`src/ssc_pkg.sv`:
```
// constants and types for the standby output state control block
package ssc_pkg;
    localparam int ADDR_W = 12;
    localparam int DATA_W = 28;
    localparam int DEEP_W = 25;
    localparam int LIGHT_W = 22;
    localparam logic [11:0] ADDR_PWR = 12'h000;
    localparam logic [11:0] ADDR_OA = 12'h011;
    localparam logic [11:0] ADDR_SHOLD = 12'h014;
    localparam logic [11:0] ADDR_CFG = 12'h030;
    localparam logic [11:0] ADDR_STAT = 12'h031;
    localparam logic [11:0] ADDR_DEEP = 12'h0e2;
    localparam logic [11:0] ADDR_LIGHT = 12'h0f3;
    localparam int CFG_IDLE_BIT = 0;
    localparam int CFG_SLAVE_BIT = 1;
    localparam logic [1:0] PWR_RST = 2'h3;
    localparam logic OA_RST = 1'h0;
    localparam logic SHOLD_RST = 1'h0;
    localparam logic [1:0] CFG_RST = 2'h0;
    localparam logic [24:0] DEEP_RST = 25'h0000000;
    localparam logic [21:0] LIGHT_RST = 22'h3fe000;
    // {reset_gate, hclk_4, hclk_3, hclk_2, hclk_1, hclk_last}
    localparam logic [5:0] HCLK_IDLE = 6'h14;
    typedef enum logic [1:0] {
        SSC_NORMAL = 2'b00,
        SSC_LIGHT1 = 2'b01,
        SSC_LIGHT2 = 2'b10,
        SSC_DEEP = 2'b11
    } ssc_pwr_t;
endpackage

```
`src/ssc_standby_ctrl.sv`:
```
// power state and output override control for the ccd timing front end
// Behaviour
// - power state from bits 1:0, offset 0
// - 00 normal, 01/10/11 standby one/two/three
// - activate-low beats levels 1,2; level 3 beats it
// - level three stops oscillator, osc_out high
// - level three: core off, hclk hi-z, rest low
// - activate-low: fixed hclk, sync idle, data low
// - level two: core off, oscillator on, data_clock_out low
// - levels one, two: minimum hclk drive
// - slave mode: sync pins always hi-z
// - vdriver off: verticals mid, substrate low
// - level three verticals from deep hold levels
// - deep hold bit order from vertical_phase_1
// - levels one, two, activate-low use light levels
// - light hold bit order from vertical_phase_1
// - bias, shutter, strobe from deep hold levels
// - defaults: verticals low, gates high except three
// - activate takes effect at next sync rise
// - sync_hold forces activate-low states during sync
//
// Added by the designer: the plain strobed port.
`timescale 1ns/10ps
module ssc_standby_ctrl (
    // clock and reset
    input wire logic clk_i,
    input wire logic rst_i,
    // register port
    input wire logic [ssc_pkg::ADDR_W-1:0] addr_i,
    input wire logic [ssc_pkg::DATA_W-1:0] wdata_i,
    input wire logic wr_i,
    input wire logic rd_i,
    output logic [ssc_pkg::DATA_W-1:0] rdata_o,
    // pins from outside
    input wire logic sync_pin_i,
    input wire logic vdriver_enable_i,
    // power control
    output logic afe_on_o,
    output logic afe_ref_on_o,
    output logic timing_core_on_o,
    output logic osc_enable_o,
    output logic osc_out_high_o,
    // horizontal and reset gate
    output logic hclk_force_o,
    output logic [5:0] hclk_level_o,
    output logic hclk_oe_o,
    output logic hdrive_min_o,
    // sync, data clock, data
    output logic sync_force_o,
    output logic [1:0] sync_level_o,
    output logic sync_oe_o,
    output logic data_clock_out_run_o,
    output logic data_force_low_o,
    // vertical, sensor gate, shutter
    output logic vert_force_o,
    output logic [ssc_pkg::DEEP_W-1:0] vert_level_o,
    output logic vdrv_mid_o,
    output logic substrate_pulse_low_rail_o
);
    import ssc_pkg::*;

    typedef struct packed {
        ssc_pwr_t ps;
        logic oa_wr;
        logic oa_pend;
        logic oa_eff;
        logic shold;
        logic [1:0] cfg;
        logic [DEEP_W-1:0] deep;
        logic [LIGHT_W-1:0] light;
        logic vdr_s1;
        logic vdr_s2;
        logic sy_s1;
        logic sy_s2;
        logic sy_prev;
        logic [DATA_W-1:0] rdata;
        logic afe_on;
        logic afe_ref;
        logic tc_on;
        logic osc_en;
        logic osc_hi;
        logic h_force;
        logic [5:0] h_lvl;
        logic h_oe;
        logic h_min;
        logic s_force;
        logic [1:0] s_lvl;
        logic s_oe;
        logic data_clock_out_run;
        logic d_low;
        logic v_force;
        logic [DEEP_W-1:0] v_lvl;
        logic v_mid;
        logic sub_low;
    } ssc_state_t;

    ssc_state_t state_reg;
    ssc_state_t state_next;

    function automatic logic is_light(input ssc_pwr_t p);
        return (p == SSC_LIGHT1) || (p == SSC_LIGHT2);
    endfunction

    logic sync_rise;
    logic forced_low;
    assign sync_rise = state_reg.sy_s2 && !state_reg.sy_prev;
    // a held sync operation is the low phase of the synchronised sync pin
    assign forced_low = !state_reg.oa_eff || (state_reg.shold && !state_reg.sy_s2);

    always_comb begin
        state_next = state_reg;
        state_next.vdr_s1 = vdriver_enable_i;
        state_next.vdr_s2 = state_reg.vdr_s1;
        state_next.sy_s1 = sync_pin_i;
        state_next.sy_s2 = state_reg.sy_s1;
        state_next.sy_prev = state_reg.sy_s2;
        // activation waits for a sync rise so outputs start on a clean frame
        if (sync_rise && state_reg.oa_pend) begin
            state_next.oa_eff = 1'b1;
            state_next.oa_pend = 1'b0;
        end
        if (wr_i) begin
            unique case (addr_i)
                ADDR_PWR: state_next.ps = ssc_pwr_t'(wdata_i[1:0]);
                ADDR_OA: begin
                    state_next.oa_wr = wdata_i[0];
                    // a sync rise in this same cycle has already made it effective; do not leave it pending too
                    state_next.oa_pend = wdata_i[0] && !state_next.oa_eff;
                    if (!wdata_i[0]) begin
                        state_next.oa_eff = 1'b0;
                    end
                end
                ADDR_SHOLD: state_next.shold = wdata_i[0];
                ADDR_CFG: state_next.cfg = wdata_i[1:0];
                ADDR_DEEP: state_next.deep = wdata_i[DEEP_W-1:0];
                ADDR_LIGHT: state_next.light = wdata_i[LIGHT_W-1:0];
                default: ;
            endcase
        end
        state_next.rdata = '0;
        if (rd_i) begin
            unique case (addr_i)
                ADDR_PWR: state_next.rdata = {26'h0, state_reg.ps};
                ADDR_OA: state_next.rdata = {27'h0, state_reg.oa_wr};
                ADDR_SHOLD: state_next.rdata = {27'h0, state_reg.shold};
                ADDR_CFG: state_next.rdata = {26'h0, state_reg.cfg};
                ADDR_STAT: state_next.rdata = {24'h0, state_reg.oa_eff, state_reg.oa_pend, state_reg.ps};
                ADDR_DEEP: state_next.rdata = {3'h0, state_reg.deep};
                ADDR_LIGHT: state_next.rdata = {6'h0, state_reg.light};
                default: state_next.rdata = '0;
            endcase
        end
        // power gating follows the power state alone; activate-low leaves it
        state_next.afe_on = (state_reg.ps == SSC_NORMAL);
        state_next.afe_ref = (state_reg.ps == SSC_LIGHT1);
        state_next.tc_on = (state_reg.ps == SSC_NORMAL) || (state_reg.ps == SSC_LIGHT1);
        state_next.osc_en = (state_reg.ps != SSC_DEEP);
        state_next.osc_hi = (state_reg.ps == SSC_DEEP);
        state_next.h_min = is_light(state_reg.ps);
        state_next.h_force = 1'b0;
        state_next.h_lvl = '0;
        state_next.h_oe = 1'b1;
        state_next.s_force = 1'b0;
        state_next.s_lvl = '0;
        state_next.data_clock_out_run = 1'b1;
        state_next.d_low = 1'b0;
        state_next.v_force = 1'b0;
        state_next.v_lvl = '0;
        if (state_reg.ps == SSC_DEEP) begin
            // deep sleep wins over the activate control
            state_next.h_force = 1'b1;
            state_next.h_oe = 1'b0;
            state_next.s_force = 1'b1;
            state_next.data_clock_out_run = 1'b0;
            state_next.d_low = 1'b1;
            state_next.v_force = 1'b1;
            state_next.v_lvl = state_reg.deep;
        end else if (forced_low || is_light(state_reg.ps)) begin
            state_next.h_force = 1'b1;
            state_next.h_lvl = HCLK_IDLE;
            state_next.d_low = 1'b1;
            state_next.v_force = 1'b1;
            state_next.v_lvl = {state_reg.deep[DEEP_W-1:LIGHT_W], state_reg.light};
            // activate-low takes priority over the two lighter levels
            if (forced_low || state_reg.ps == SSC_LIGHT2) begin
                state_next.s_force = 1'b1;
                state_next.s_lvl = {2{state_reg.cfg[CFG_IDLE_BIT]}};
            end
            state_next.data_clock_out_run = forced_low || state_reg.ps == SSC_LIGHT1;
        end
        state_next.s_oe = !state_reg.cfg[CFG_SLAVE_BIT];
        // the pin is the only say on the vertical driver rails
        state_next.v_mid = !state_reg.vdr_s2;
        state_next.sub_low = !state_reg.vdr_s2;
    end

    always_ff @(posedge clk_i) begin
        if (rst_i) begin
            state_reg <= '0;
            state_reg.ps <= ssc_pwr_t'(PWR_RST);
            state_reg.oa_wr <= OA_RST;
            state_reg.oa_eff <= OA_RST;
            state_reg.shold <= SHOLD_RST;
            state_reg.cfg <= CFG_RST;
            state_reg.deep <= DEEP_RST;
            state_reg.light <= LIGHT_RST;
            state_reg.h_oe <= 1'b0;
            state_reg.h_force <= 1'b1;
            state_reg.s_force <= 1'b1;
            state_reg.d_low <= 1'b1;
            state_reg.v_force <= 1'b1;
            state_reg.osc_hi <= 1'b1;
            state_reg.v_mid <= 1'b1;
            state_reg.sub_low <= 1'b1;
        end else begin
            state_reg <= state_next;
        end
    end

    assign rdata_o = state_reg.rdata;
    assign afe_on_o = state_reg.afe_on;
    assign afe_ref_on_o = state_reg.afe_ref;
    assign timing_core_on_o = state_reg.tc_on;
    assign osc_enable_o = state_reg.osc_en;
    assign osc_out_high_o = state_reg.osc_hi;
    assign hclk_force_o = state_reg.h_force;
    assign hclk_level_o = state_reg.h_lvl;
    assign hclk_oe_o = state_reg.h_oe;
    assign hdrive_min_o = state_reg.h_min;
    assign sync_force_o = state_reg.s_force;
    assign sync_level_o = state_reg.s_lvl;
    assign sync_oe_o = state_reg.s_oe;
    assign data_clock_out_run_o = state_reg.data_clock_out_run;
    assign data_force_low_o = state_reg.d_low;
    assign vert_force_o = state_reg.v_force;
    assign vert_level_o = state_reg.v_lvl;
    assign vdrv_mid_o = state_reg.v_mid;
    assign substrate_pulse_low_rail_o = state_reg.sub_low;
endmodule

```
`config.mk`:
```
export PLATFORM = sky130hd
export DESIGN_NAME = ssc_standby_ctrl
export DESIGN_NICKNAME = d
export VERILOG_FILES = /design/src/ssc_pkg.sv /design/src/ssc_standby_ctrl.sv
export SDC_FILE = /design/constraint.sdc
export NUM_CORES = 1
export LEC_CHECK = 0
export ABC_AREA = 0
export ABC_CLOCK_PERIOD_IN_PS = 4000
export BUFFER_PORTS_ARGS = -buffer_cell sky130_fd_sc_hd__buf_2
export CAP_MARGIN = 20
export CORE_ASPECT_RATIO = 0.8
export CORE_MARGIN = 4
export CORE_UTILIZATION = 30
export DETAILED_ROUTE_END_ITERATION = 8
export SLEW_MARGIN = 20
export SYNTH_ARGS = -nofsm -noshare
export SYNTH_HDL_FRONTEND = slang
export SYNTH_SLANG_ARGS = --single-unit
```
`constraint.sdc`:
```
create_clock -name clk_i -period 4 [get_ports clk_i]
set_input_delay 0.2 -clock clk_i [delete_from_list [all_inputs] [get_ports clk_i]]
set_output_delay 0.2 -clock clk_i [all_outputs]
set_load 0.05 [all_outputs]
```
==> metrics.md <==
| Metric | Value |
|---|---|
| DR vias | `3994` |
| Nets | `641` |
| Worst IR drop on VDD | `0.210 mV` |
| Clock root buffer | `clkbuf_16` |
| Final setup violation count | `0` |
| Placed cell count | `790` |
| Minimum clock period | `2.11 ns` |
| DRC | `0` |
| Max reg flops | `57` |
| Clock skew | `0.00834 ns` |
| Post-synth top area share | `0.483` |
| Antenna Cells | `0` |
| Post-CTS Resized | `0` |
| Latest clock arrival within the worst-skew pair | `0.41 ns` |
| Routed Antenna Nets | `0` |
| Slew Limit Headroom | `0.294` |
| Worst-path maximum fanout | `23` |
| Max frequency | `0.474 GHz` |
| Top cells by area, synth | `dfxtp_1 (48%), buf_4 (9.6%), nand2_1 (6.2%)` |
| Drt via density | `4.85` |
| Hold crit path type | `in2reg` |
| Commonest non-fill, non-tap cells in the layout | `dfxtp_1 (123), buf_2 (111), nand2_1 (84), a21oi_1 (43), nor2_1 (30)` |
| TritonCTS clock tree | `built` |
| GR Util All Layers | `0.136` |
| Yosys warning total | `0` |
| Worst setup margin | `1.89 ns` |
| Setup crit end kind | `flop` |
| Max-cap viol count | `0` |
| Global route overflow | `0` |
| Final worst path period share | `0.528` |
| Cell area after layout | `6010 um2` |
| # fillers | `1687` |
| Fraction of registers with async set/reset | `0` |
| Routed len/inst | `15.9 um` |
| Mapped Area | `5100 um2` |
| Die height | `125 um` |
| Sequential share of the synthesized area | `0.483` |
| Post-Route WL | `13100 um` |
| Largest net degree at the start of global routing | `69` |
| Standard-cell row count | `42` |
| Commonest register cell after synthesis | `dfxtp_1` |
| Finished Layout Cells | `824` |
| Cell Pwr Density | `478 nW/um2` |
| Max clock buf depth | `2` |
| Slew @ Worst Pin | `1.05 ns` |
| Num ports | `122` |
| Global-route wire length before repair | `20300 um` |
| CTS H-Tree Depth | `4` |
| Dpl cell area | `5390 um2` |
| Clk slew on worst S/H paths | `0.06 ns` |
| Required time of the critical path | `4.29 ns` |
| Die Span X | `154 um` |
| Hold slack | `0.0386 ns` |
| Synth area leader | `dfxtp_1` |
| I/O Buffers | `111` |
| DR pass1 iterations | `5` |
| Initial core utilization | `0.307` |
| Share of layout cells above drive strength 1 | `0.311` |
| Setup WS pre-CTS | `1.57 ns` |
| Post-CTS setup buffer count | `0` |
| Clock buffer count from CTS | `17` |
| Nature of the critical path startpoint | `flop` |
| TNS Setup | `0 ns` |
| Synth unique cells | `48` |
| Outcome | `finished, final reports clean` |
| Most common cell after layout, fill and taps aside | `dfxtp_1` |
| Mapped Cells | `542` |
| CTS sink cnt | `123` |
| Die ar. | `19100 um2` |
| DRT iter0 DRCs | `230` |
| Core box area | `16600 um2` |
| RePlAce Congestion | `0.851` |
| Vias in the first global route | `3880` |
| Area of the multi-input gates | `2030 um2` |
| RSZ-0062 raised after global routing | `false` |
| Max-slew violations | `0` |
| Post-Syn Area per Cell | `9.40 um2` |
| Initial antenna violation count | `0` |
| Flop and latch count out of synthesis | `123` |
| Number of synthesized flops with an enable pin | `0` |
| Register area | `2460 um2` |
| Area growth from synthesis to layout | `18.0%` |
| Leakage power | `0.00246 uW` |
| HPWL after detailed placement | `8630 um` |
| WP data arrival | `2.40 ns` |
| Crit Path Class | `reg2reg` |
| Final Hold Vio Count | `0` |
-- timing repair --
| item | in CTS | in global routing |
|---|---|---|
| hold buffers | 2 | 0 |
| setup endpoints to repair | 0 | 0 |
| endpoints found under the hold margin | 2 | 0 |
-- area by class of cell --
type                    instances  area share
flip-flops and latches        123       0.410
multi-input cells             323       0.338
repair buffers                119       0.103
clock buffers                  25      0.0807
well taps                     220      0.0458
clock inverters                 7      0.0187
inverters                       7     0.00437
-- per-stage QoR --
stage          power [uW]   util
2_1_floorplan        1310      -
3_3_place_gp         1350  0.324
3_5_place_dp         1350  0.324
4_1_cts              2900  0.362
5_1_grt              2970  0.362
6_report             2870  0.362
-- cell families after synthesis --
kind of cell | count (synthesis) | synth area share
fa+ha+maj | 4 | 0.00982
mux | 2 | 0.00393
buf+inv | 102 | 0.129
simple gates | 179 | 0.176
other cells | 1 | 0.000736
flops | 123 | 0.483
compound gates | 131 | 0.197
-- final timing paths --
kind	to	startpoint	cells past startpoint	slack [ns]
max	vert_level_o[19]	state_reg[135]	6	1.89
min	state_reg[127]	wdata_i[24]	3	0.04
max reg2reg	vert_level_o[19]	state_reg[135]	6	1.89
min reg2reg	substrate_pulse_low_rail_o	state_reg[79]	1	0.38
-- synthesized netlist by cell type, types with 2 or more instances --
master	count
a22o_1	26
ha_1	4
a211o_1	3
dfxtp_1	123
nor3_1	2
nor2_1	32
a21oi_1	43
a21oi_2	19
a22oi_2	10
inv_1	7
clkbuf_1	20
nor4b_1	2
nand3_1	4
nor2b_1	8
buf_4	65
buf_6	3
buf_2	6
a32oi_1	5
nor3b_1	3
a211oi_1	2
nand2_1	84
mux2i_1	2
or2_2	3
o21bai_1	9
nand4_1	6
nor4_1	4
and3_1	10
and4_1	4
a22oi_1	10
and2_1	5
-- critical path, stage by stage, from the launching register on --
cell and delay (ns):
dfxtp_1 0.41, inv_1 0.11, ha_1 0.34, a211oi_1 0.54, nor2_2 0.05, buf_4 0.25
a22o_1 0.28
-- power by group --
| group | switching (uW) | internal [uW] |
|---|---|---|
| registers | 0.689 | 1230 |
| logic | 71.2 | 28.2 |
| clock network | 516 | 1030 |
| total | 588 | 2280 |
-- routing by layer --
metal  part of all wire  up-vias  track usage
met5                  0        -            0
met4              0.016        0       0.0571
met3              0.073       16       0.0455
met2               0.47      162        0.219
met1               0.44     1907        0.167
li1                   -     1909            -
Note: power is estimated with default switching activity, not from simulation.
